`src/lcd_host_pkg.sv`:
```
// How it works
// - Stage codes 00, 01, 10 give one to three stages; 11 never sent.
// - Voltage factors need the extended page, entered and left by function set.
// - In byte mode one strobe moves a whole byte on all eight lines.
// - In nibble mode two strobes move a byte, high nibble first.
// - In nibble mode a busy-flag read also takes two strobes.
// - In nibble mode the lower four data lines are left undriven.
// - The first byte after START is always address plus direction.
// - The master leaves the last read byte unacknowledged, then issues STOP.
// - The acknowledger holds data low through the acknowledge clock high time.
// - A serial transfer starts only with both lines idle high.
package lcd_host_pkg;
  localparam logic [3:0] ADDR_CMD = 4'h0;
  localparam logic [3:0] ADDR_CFG = 4'h4;
  localparam logic [3:0] ADDR_STAT = 4'h8;
  localparam int CMD_RS_BIT = 8;
  localparam int CMD_READ_BIT = 9;
  localparam int CMD_I2C_BIT = 10;
  localparam int CFG_NIBBLE_BIT = 0;
  localparam int CFG_STRAP_BIT = 1;
  localparam int STAT_BUSY_BIT = 0;
  localparam int STAT_NACK_BIT = 1;
  localparam int STAT_REFUSED_BIT = 2;
  localparam int STAT_PAGE_BIT = 3;
  localparam logic [5:0] MULT_CFG_OP = 6'h10;
  localparam logic [1:0] MULT_FORBIDDEN = 2'h3;
  localparam logic [7:0] FUNC_SET_MASK = 8'hE0;
  localparam logic [7:0] FUNC_SET_VAL = 8'h20;
  localparam int FUNC_PAGE_BIT = 0;
  localparam logic [5:0] I2C_ADDR_HI = 6'h1D;
  localparam logic [7:0] I2C_CTRL_INSTR = 8'h00;
  localparam logic [7:0] I2C_CTRL_DATA = 8'h40;
  localparam int SYS_CLK_MHZ = 50;
  localparam int E_PHASE_NS = 500;
  localparam int I2C_QUARTER_NS = 2500;
  localparam logic [7:0] E_PHASE_CYC = 8'((E_PHASE_NS * SYS_CLK_MHZ + 999) / 1000);
  localparam logic [7:0] I2C_QUARTER_CYC = 8'((I2C_QUARTER_NS * SYS_CLK_MHZ + 999) / 1000);
endpackage

```
`src/lcd_host.sv`:
```
`timescale 1ns/1ps
module lcd_host
  import lcd_host_pkg::*;
(
  input wire logic I_SYS_CLK, // System clock, 50 MHz.
  input wire logic I_RST_N, // Synchronous reset, active low.
  input wire logic [3:0] I_ADDR, // Register byte address.
  input wire logic [15:0] I_WDATA, // Register write data.
  input wire logic I_WR, // Write strobe.
  input wire logic I_RD, // Read strobe.
  output logic [15:0] O_RDATA, // Read data, valid the cycle after I_RD.
  output logic O_E, // Parallel strobe.
  output logic O_RS, // Parallel register select.
  output logic O_RW, // Parallel direction, high for read.
  input wire logic [7:0] I_DB, // Parallel data lines, input side.
  output logic [7:0] O_DB, // Parallel data lines, output value.
  output logic [7:0] O_DB_OE_N, // Parallel data lines, low drives.
  input wire logic I_SCL, // Serial clock line level.
  output logic O_SCL_O, // Serial clock drive value, always low.
  output logic O_SCL_OE_N, // Serial clock pull-down, low pulls.
  input wire logic I_SDA, // Serial data line level.
  output logic O_SDA_O, // Serial data drive value, always low.
  output logic O_SDA_OE_N // Serial data pull-down, low pulls.
);
  typedef enum logic [2:0] {ST_IDLE, ST_P_SET, ST_P_HIGH, ST_P_HOLD, ST_I_WAIT, ST_I_START, ST_I_BIT, ST_I_STOP}
    state_t;

  state_t state;
  logic [1:0] cfg;
  logic [7:0] cmd_byte;
  logic cmd_rs;
  logic cmd_rd;
  logic cmd_i2c;
  logic ext_page;
  logic nack_err;
  logic refused;
  logic [7:0] rx_byte;
  logic [7:0] shreg;
  logic [7:0] tmr;
  logic [1:0] q;
  logic [3:0] bit_cnt;
  logic [1:0] byte_idx;
  logic nib;
  logic sda_s1, sda_s2, scl_s1, scl_s2;
  logic [7:0] db_s1, db_s2;
  logic start_req, bad_cmd, go, tick, rx_phase, last_byte, nack_seen, done_rx;
  logic [7:0] tx_byte;

  // Pins from the far side pass two flops before anything looks at them.
  always_ff @(posedge I_SYS_CLK) begin
    sda_s1 <= I_SDA;
    sda_s2 <= sda_s1;
    scl_s1 <= I_SCL;
    scl_s2 <= scl_s1;
    db_s1 <= I_DB;
    db_s2 <= db_s1;
  end

  assign start_req = I_WR && (I_ADDR == ADDR_CMD) && (state == ST_IDLE);
  // The forbidden stage code is refused here rather than passed to the device.
  assign bad_cmd = !I_WDATA[CMD_RS_BIT] && !I_WDATA[CMD_READ_BIT] && (I_WDATA[7:2] == MULT_CFG_OP)
                   && (I_WDATA[1:0] == MULT_FORBIDDEN);
  assign go = start_req && !bad_cmd;
  assign tick = (tmr == 8'h00);
  assign rx_phase = cmd_rd && (byte_idx == 2'h1);
  assign last_byte = cmd_rd ? (byte_idx == 2'h1) : (byte_idx == 2'h2);
  assign nack_seen = (state == ST_I_BIT) && tick && (q == 2'h2) && (bit_cnt == 4'h8) && !rx_phase && sda_s2;
  assign done_rx = ((state == ST_I_BIT) && tick && (q == 2'h3) && (bit_cnt == 4'h7) && rx_phase)
                   || ((state == ST_P_HIGH) && tick && cmd_rd && (!cfg[CFG_NIBBLE_BIT] || nib));

  // The address byte always leads, so the device can judge selection by it alone.
  always_comb begin
    if (byte_idx == 2'h0) begin
      tx_byte = {I2C_ADDR_HI, cfg[CFG_STRAP_BIT], cmd_rd};
    end else if (byte_idx == 2'h1) begin
      tx_byte = cmd_rs ? I2C_CTRL_DATA : I2C_CTRL_INSTR;
    end else begin
      tx_byte = cmd_byte;
    end
  end

  always_ff @(posedge I_SYS_CLK) begin
    if (!I_RST_N) begin
      cfg <= 2'h0;
    end else if (I_WR && (I_ADDR == ADDR_CFG)) begin
      cfg <= I_WDATA[1:0];
    end
  end

  always_ff @(posedge I_SYS_CLK) begin
    if (!I_RST_N) begin
      cmd_byte <= 8'h00;
      cmd_rs <= 1'b0;
      cmd_rd <= 1'b0;
      cmd_i2c <= 1'b0;
      ext_page <= 1'b0;
    end else if (go) begin
      cmd_byte <= I_WDATA[7:0];
      cmd_rs <= I_WDATA[CMD_RS_BIT];
      cmd_rd <= I_WDATA[CMD_READ_BIT];
      cmd_i2c <= I_WDATA[CMD_I2C_BIT];
      // Track which instruction page the device is in after each function set.
      if (!I_WDATA[CMD_RS_BIT] && !I_WDATA[CMD_READ_BIT] && ((I_WDATA[7:0] & FUNC_SET_MASK) == FUNC_SET_VAL)) begin
        ext_page <= I_WDATA[FUNC_PAGE_BIT];
      end
    end
  end

  // Error flags: a new event in the clearing cycle wins over the clear.
  always_ff @(posedge I_SYS_CLK) begin
    if (!I_RST_N) begin
      nack_err <= 1'b0;
      refused <= 1'b0;
    end else begin
      if (I_WR && (I_ADDR == ADDR_STAT)) begin
        nack_err <= 1'b0;
        refused <= 1'b0;
      end
      if (nack_seen) begin
        nack_err <= 1'b1;
      end
      if (start_req && bad_cmd) begin
        refused <= 1'b1;
      end
    end
  end

  always_ff @(posedge I_SYS_CLK) begin
    if (!I_RST_N) begin
      O_RDATA <= 16'h0000;
    end else if (I_RD) begin
      if (I_ADDR == ADDR_CMD) begin
        O_RDATA <= {5'h00, cmd_i2c, cmd_rd, cmd_rs, cmd_byte};
      end else if (I_ADDR == ADDR_CFG) begin
        O_RDATA <= {14'h0000, cfg};
      end else if (I_ADDR == ADDR_STAT) begin
        O_RDATA <= {rx_byte, 4'h0, ext_page, refused, nack_err, state != ST_IDLE};
      end else begin
        O_RDATA <= 16'h0000;
      end
    end
  end

  always_ff @(posedge I_SYS_CLK) begin
    if (!I_RST_N) begin
      tmr <= 8'h00;
    end else if (go) begin
      tmr <= (I_WDATA[CMD_I2C_BIT] ? I2C_QUARTER_CYC : E_PHASE_CYC) - 8'h01;
    end else if (state == ST_IDLE || tick) begin
      tmr <= (cmd_i2c ? I2C_QUARTER_CYC : E_PHASE_CYC) - 8'h01;
    end else begin
      tmr <= tmr - 8'h01;
    end
  end

  always_ff @(posedge I_SYS_CLK) begin
    if (!I_RST_N) begin
      rx_byte <= 8'h00;
    end else if (done_rx) begin
      if (cmd_i2c) begin
        // All eight bits were shifted in at the last sample point, so no further shift is due.
        rx_byte <= shreg;
      end else if (cfg[CFG_NIBBLE_BIT]) begin
        rx_byte <= {shreg[7:4], db_s2[7:4]};
      end else begin
        rx_byte <= db_s2;
      end
    end
  end

  // Link sequencing and pin drive.
  always_ff @(posedge I_SYS_CLK) begin
    if (!I_RST_N) begin
      state <= ST_IDLE;
      O_E <= 1'b0;
      O_RS <= 1'b0;
      O_RW <= 1'b0;
      O_DB <= 8'h00;
      O_DB_OE_N <= 8'hFF;
      O_SCL_O <= 1'b0;
      O_SCL_OE_N <= 1'b1;
      O_SDA_O <= 1'b0;
      O_SDA_OE_N <= 1'b1;
      q <= 2'h0;
      bit_cnt <= 4'h0;
      byte_idx <= 2'h0;
      nib <= 1'b0;
      shreg <= 8'h00;
    end else begin
      case (state)
        ST_IDLE: begin
          q <= 2'h0;
          bit_cnt <= 4'h0;
          byte_idx <= 2'h0;
          nib <= 1'b0;
          if (go) begin
            state <= I_WDATA[CMD_I2C_BIT] ? ST_I_WAIT : ST_P_SET;
          end
        end
        ST_P_SET: begin
          O_RS <= cmd_rs;
          O_RW <= cmd_rd;
          if (cmd_rd) begin
            O_DB_OE_N <= 8'hFF;
          end else if (cfg[CFG_NIBBLE_BIT]) begin
            O_DB <= {nib ? cmd_byte[3:0] : cmd_byte[7:4], 4'h0};
            O_DB_OE_N <= 8'h0F;
          end else begin
            O_DB <= cmd_byte;
            O_DB_OE_N <= 8'h00;
          end
          if (tick) begin
            O_E <= 1'b1;
            state <= ST_P_HIGH;
          end
        end
        ST_P_HIGH: begin
          if (tick) begin
            O_E <= 1'b0;
            shreg <= {db_s2[7:4], shreg[3:0]};
            state <= ST_P_HOLD;
          end
        end
        ST_P_HOLD: begin
          if (tick) begin
            if (cfg[CFG_NIBBLE_BIT] && !nib) begin
              nib <= 1'b1;
              state <= ST_P_SET;
            end else begin
              O_DB_OE_N <= 8'hFF;
              O_RW <= 1'b0;
              state <= ST_IDLE;
            end
          end
        end
        ST_I_WAIT: begin
          if (sda_s2 && scl_s2) begin
            state <= ST_I_START;
          end
        end
        ST_I_START: begin
          if (tick) begin
            q <= q + 2'h1;
            if (q == 2'h0) begin
              O_SDA_OE_N <= 1'b0;
            end else begin
              O_SCL_OE_N <= 1'b0;
              q <= 2'h0;
              shreg <= tx_byte;
              state <= ST_I_BIT;
            end
          end
        end
        ST_I_BIT: begin
          if (tick) begin
            q <= q + 2'h1;
            if (q == 2'h0) begin
              if (bit_cnt == 4'h8) begin
                // Released on the ack slot: the slave acks writes, and the single read
                // byte is the last, so the master leaves it unacknowledged.
                O_SDA_OE_N <= 1'b1;
              end else begin
                O_SDA_OE_N <= rx_phase ? 1'b1 : shreg[7];
              end
            end else if (q == 2'h1) begin
              O_SCL_OE_N <= 1'b1;
            end else if (q == 2'h2) begin
              if (bit_cnt != 4'h8) begin
                shreg <= {shreg[6:0], sda_s2};
              end
            end else begin
              O_SCL_OE_N <= 1'b0;
              bit_cnt <= bit_cnt + 4'h1;
              if (bit_cnt == 4'h8) begin
                bit_cnt <= 4'h0;
                if (last_byte || nack_err) begin
                  state <= ST_I_STOP;
                end else begin
                  byte_idx <= byte_idx + 2'h1;
                  shreg <= (byte_idx == 2'h0) ? (cmd_rs ? I2C_CTRL_DATA : I2C_CTRL_INSTR) : cmd_byte;
                end
              end
            end
          end
        end
        ST_I_STOP: begin
          if (tick) begin
            q <= q + 2'h1;
            if (q == 2'h0) begin
              O_SDA_OE_N <= 1'b0;
            end else if (q == 2'h1) begin
              O_SCL_OE_N <= 1'b1;
            end else if (q == 2'h2) begin
              O_SDA_OE_N <= 1'b1;
            end else begin
              state <= ST_IDLE;
            end
          end
        end
        default: begin
          state <= ST_IDLE;
        end
      endcase
    end
  end
endmodule

```
`config.mk`:
```
export PLATFORM = sky130hd
export DESIGN_NAME = lcd_host
export DESIGN_NICKNAME = d
export VERILOG_FILES = /design/src/lcd_host_pkg.sv /design/src/lcd_host.sv
export SDC_FILE = /design/constraint.sdc
export NUM_CORES = 1
export LEC_CHECK = 0
export BUFFER_PORTS_ARGS = -buffer_cell sky130_fd_sc_hd__buf_2
export CELL_PAD_IN_SITES_DETAIL_PLACEMENT = 2
export CELL_PAD_IN_SITES_GLOBAL_PLACEMENT = 2
export CORE_MARGIN = 2
export CORE_UTILIZATION = 30
export DETAILED_ROUTE_END_ITERATION = 8
export GPL_ROUTABILITY_DRIVEN = 0
export GPL_TIMING_DRIVEN = 0
export HOLD_SLACK_MARGIN = 0.1
export PLACE_DENSITY_LB_ADDON = 0.1
export SLEW_MARGIN = 20
export SYNTH_ARGS = -nofsm -noshare
export SYNTH_HDL_FRONTEND = slang
export SYNTH_SLANG_ARGS = --single-unit
```
`constraint.sdc`:
```
create_clock -name I_SYS_CLK -period 2.9 [get_ports I_SYS_CLK]
set_input_delay 0.145 -clock I_SYS_CLK [delete_from_list [all_inputs] [get_ports I_SYS_CLK]]
set_output_delay 0.145 -clock I_SYS_CLK [all_outputs]
set_load 0.03 [all_outputs]
```
==> results by group <==
Status
  – Status: completed

Clocking
  – Clock sinks: ~100
  – Post-CTS setup buffer count: 0
  – Clock root buffer: clkbuf_16
  – Clk buf depth: 2
  – TritonCTS clock tree: yes
  – Clock transition at path regs: 0.08 ns
  – Inserted Clock Buffers: 9
  – H-tree depth: 3
  – Skew-Pair Late Insertion Delay: roughly 0.37 ns

Setup path
  – Worst R2R Start: state[1]$_SDFFE_PN0P_
  – CP delay by family, top: simple AND/OR/NAND/NOR gates
  – R2R setup slack: 0.27 ns
  – Max stage delay on crit path: 0.49 ns
  – Slowest CP cell: or3b_2
  – Buffers plus inverters on the worst setup path: 1
  – Worst setup SP type: register
  – Critical Path Sink Type: register
  – Critical path arrival: a little under 3 ns
  – Worst-path cell chain: inv_1 -> ha_1 -> nor2b_4 -> nor3_1 -> ha_1 -> or3b_2 -> nor3_1 -> xor2_1 -> a21oi_1 -> o21ai_0
  – Worst R2R Path Depth: 10
  – RR Endpoint: tmr[6]$_SDFF_PN0_
  – Worst EP required: 3.19 ns
  – Worst Path Class, Setup: register to register
  – CP Max Fanout: 8

Logic synthesis
  – Warnings, synthesis: 0
  – Count of different cell masters after synthesis: 67
  – Share of the synthesized area in the top cell type: 40.7%
  – Top cell type by total area after synthesis: dfxtp_1
  – Post-synth EDFFs: 0
  – Synthesis-stage register bit count: 103
  – Synth Cell Area: 5060 um^2
  – Most used DFF post-synth: dfxtp_1
  – Share of flip-flops with an asynchronous set or reset: 0%
  – Sequential-to-total area share from yosys stat: 40.7%
  – Post-Syn Area per Cell: 8.75 um^2
  – Top cells by area, synth: dfxtp_1 (41%), mux2i_1 (6.7%), nor2_1 (4.3%)
  – Synthesized instance count: 579

Final layout
  – Layout cells sized above 1: 17.1%
  – Most frequent cells in the layout: dfxtp_1 (103), buf_2 (65), nor2_1 (58), nand2_1 (53), a21oi_1 (42)
  – Multi-input gate area: around 2700 um^2
  – Leading cell type in the layout, fill and taps excluded: dfxtp_1
  – Layout fillers: 1861
  – Area delta synth->final: 22.0%
  – Final #Nets: 725
  – Sequential cell area: about 2100 um^2
  – N_diodes: 0

Floorplan
  – Initial Utilization: a little under a third
  – Chip Width: about 130 um
  – Die area: 17900 um^2
  – # rows: 47
  – I/O pin total: 73
  – Chip height: 134 um
  – Placeable Area: 16500 um^2

Global route
  – Number of global-route vias before repair: 4996
  – First-pass GRT wire length: 29100 um
  – Initial antenna violation count: 0
  – Total GRT Usage: 21.5%
  – Pin count of the biggest net entering global routing: 20
  – Total grt overflow: 0

Timing
  – Final worst path period share: 90.8%
  – Worst-Margin Slew: approximately 0.9 ns
  – Clock skew after layout: 0.00717 ns
  – Fmax: 0.380 GHz
  – Worst hold margin: 0.118 ns
  – Setup TNS: 0 ns
  – RSZ-0062 raised after global routing: no
  – Rel. slew slack: 40.1%
  – Slew Limit Fails: 0
  – Final Setup Violations: 0
  – Final min period: 2.63 ns
  – Final hold vios: 0

Drt
  – Final WL: approximately 19000 um
  – DRT antenna net count: 0
  – DRC: 0
  – Vias per Instance: 5.26
  – DR iter-0 viols: 249
  – DR pass1 iterations: 4
  – Wire per inst: ~21 um
  – Vias: 4728

Power and ir drop
  – Pwr dens: 672 nW/um^2
  – Leak pwr: 2.37 nW
  – Max VDD drop: approximately 0.29 mV

Place
  – Post-DP HPWL: 13900 um
  – PortBufs: 64

Worst hold path
  – Hold_sp: I_WDATA[1]
  – Min-Delay Path Depth: 3
  – Hold path endpoint: cmd_byte[1]$_SDFFE_PN0P_
  – Hold WC Path Type: input pin to register

Job
  – Max Cap Viol: 0
how the worst max path moves through the flow:
stage / cells past startpoint / slack, ns / start / to
after floorplan: 11 / 0.55 / state[1]$_SDFFE_PN0P_ / tmr[6]$_SDFF_PN0_
after global placement: 11 / 0.11 / state[1]$_SDFFE_PN0P_ / tmr[6]$_SDFF_PN0_
after detailed placement: 11 / 0.08 / state[1]$_SDFFE_PN0P_ / tmr[6]$_SDFF_PN0_
after CTS: 8 / 0.12 / state[0]$_SDFFE_PN0P_ / cmd_byte[1]$_SDFFE_PN0P_
after global routing: 10 / 0.009 / state[1]$_SDFFE_PN0P_ / tmr[6]$_SDFF_PN0_
final: 10 / 0.27 / state[1]$_SDFFE_PN0P_ / tmr[6]$_SDFF_PN0_
metal layers:
metal | up-vias | wire (um) | GRT usage (%)
met3 | 16 | 590 | 2.83
met5 | - | 0 | 0
met2 | 87 | 9040 | 36.2
met4 | 0 | 223 | 5.32
met1 | 2370 | 8870 | 29.1
li1 | 2255 | - | -
report_power, final:
part	switching, W	internal [W]
logic	0.000838	0.000448
registers	0.0000928	0.00151
clock network	0.000627	0.000631
total	0.00156	0.00259
cell families (layout without fill, tap and decap cells):
| family | count (synthesis) | count (layout) | share of synthesized area [%] |
|---|---|---|---|
| compound gates | 132 | 132 | 17.8 |
| xor+xnor | 4 | 4 | 0.692 |
| fa+ha+maj | 17 | 17 | 4.20 |
| buf+inv | 59 | 158 | 6.03 |
| flops | 103 | 103 | 40.7 |
| mux | 40 | 40 | 8.13 |
| other cells | 1 | 2 | 0.0741 |
| simple gates | 223 | 223 | 22.4 |
worst min-delay path, stage by stage:
cell,delay [ns]
buf_2,0.13
mux2i_1,0.09
nor2_1,0.08
registers in the layout, summed over array words and instances, names as in the netlist, 3 cells and up:
register,flops
O_RDATA,16
O_DB,8
cmd_byte,8
db_s1,8
db_s2,8
rx_byte,8
shreg,8
tmr,8
bit_cnt,4
state,3
timing repair:
item | 4_1_cts | 5_1_grt
hold endpoints to repair | 21 | 0
gates resized for setup | 1 | 2
endpoints found under the setup margin | 1 | 11
pin swaps | 0 | 0
cloned | 0 | 0
hold buffers | 21 | 0
Yosys cell counts (2+ instances only):
cell      instances
a211oi_1          8
a21oi_1          42
a221oi_1          2
a22oi_1           6
a311oi_1          4
a31oi_1           4
and2_1            5
buf_4            10
buf_6             6
clkbuf_1         26
dfxtp_1         103
ha_1             17
inv_1            15
mux2_2            5
mux2i_1          34
nand2_1          53
nand2b_1         18
nand3_1          23
nand3b_1          6
nand4_1           2
nand4b_1          2
nor2_1           58
nor2b_1           7
nor3_1           14
nor3b_1           9
nor4_1            8
nor4b_1           3
o211a_1           2
o211ai_1          6
o21ai_0          22
o21bai_1          2
o221a_2           2
o22a_1            2
o22ai_1           6
o311a_1           4
o31ai_1           5
or3_1             6
xnor2_1           2
xor2_1            2
metrics by stage:
stage               util, %  instance area, um^2  setup slack, ns  total power (W)  cells
finish                 37.4                 6180            0.268          0.00415    899
global placement       34.3                 5660            0.106          0.00286    864
detailed placement     34.3                 5660           0.0759          0.00289    864
CTS                    37.4                 6170            0.116          0.00419    900
floorplan                 -                 5070            0.547          0.00248    580
global route           37.4                 6180          0.00933          0.00437    899
final cells by class:
class / count / share of cell area (%)
clock inverters: 6 / 1.03
inverters: 15 / 0.911
plain buffers: 42 / 3.91
repair buffers: 85 / 8.59
flip-flops and latches: 103 / 33.4
multi-input cells: 418 / 43.9
well taps: 220 / 4.46
clock buffers: 10 / 3.87
No activity file was read; power rests on OpenSTA's default activity.
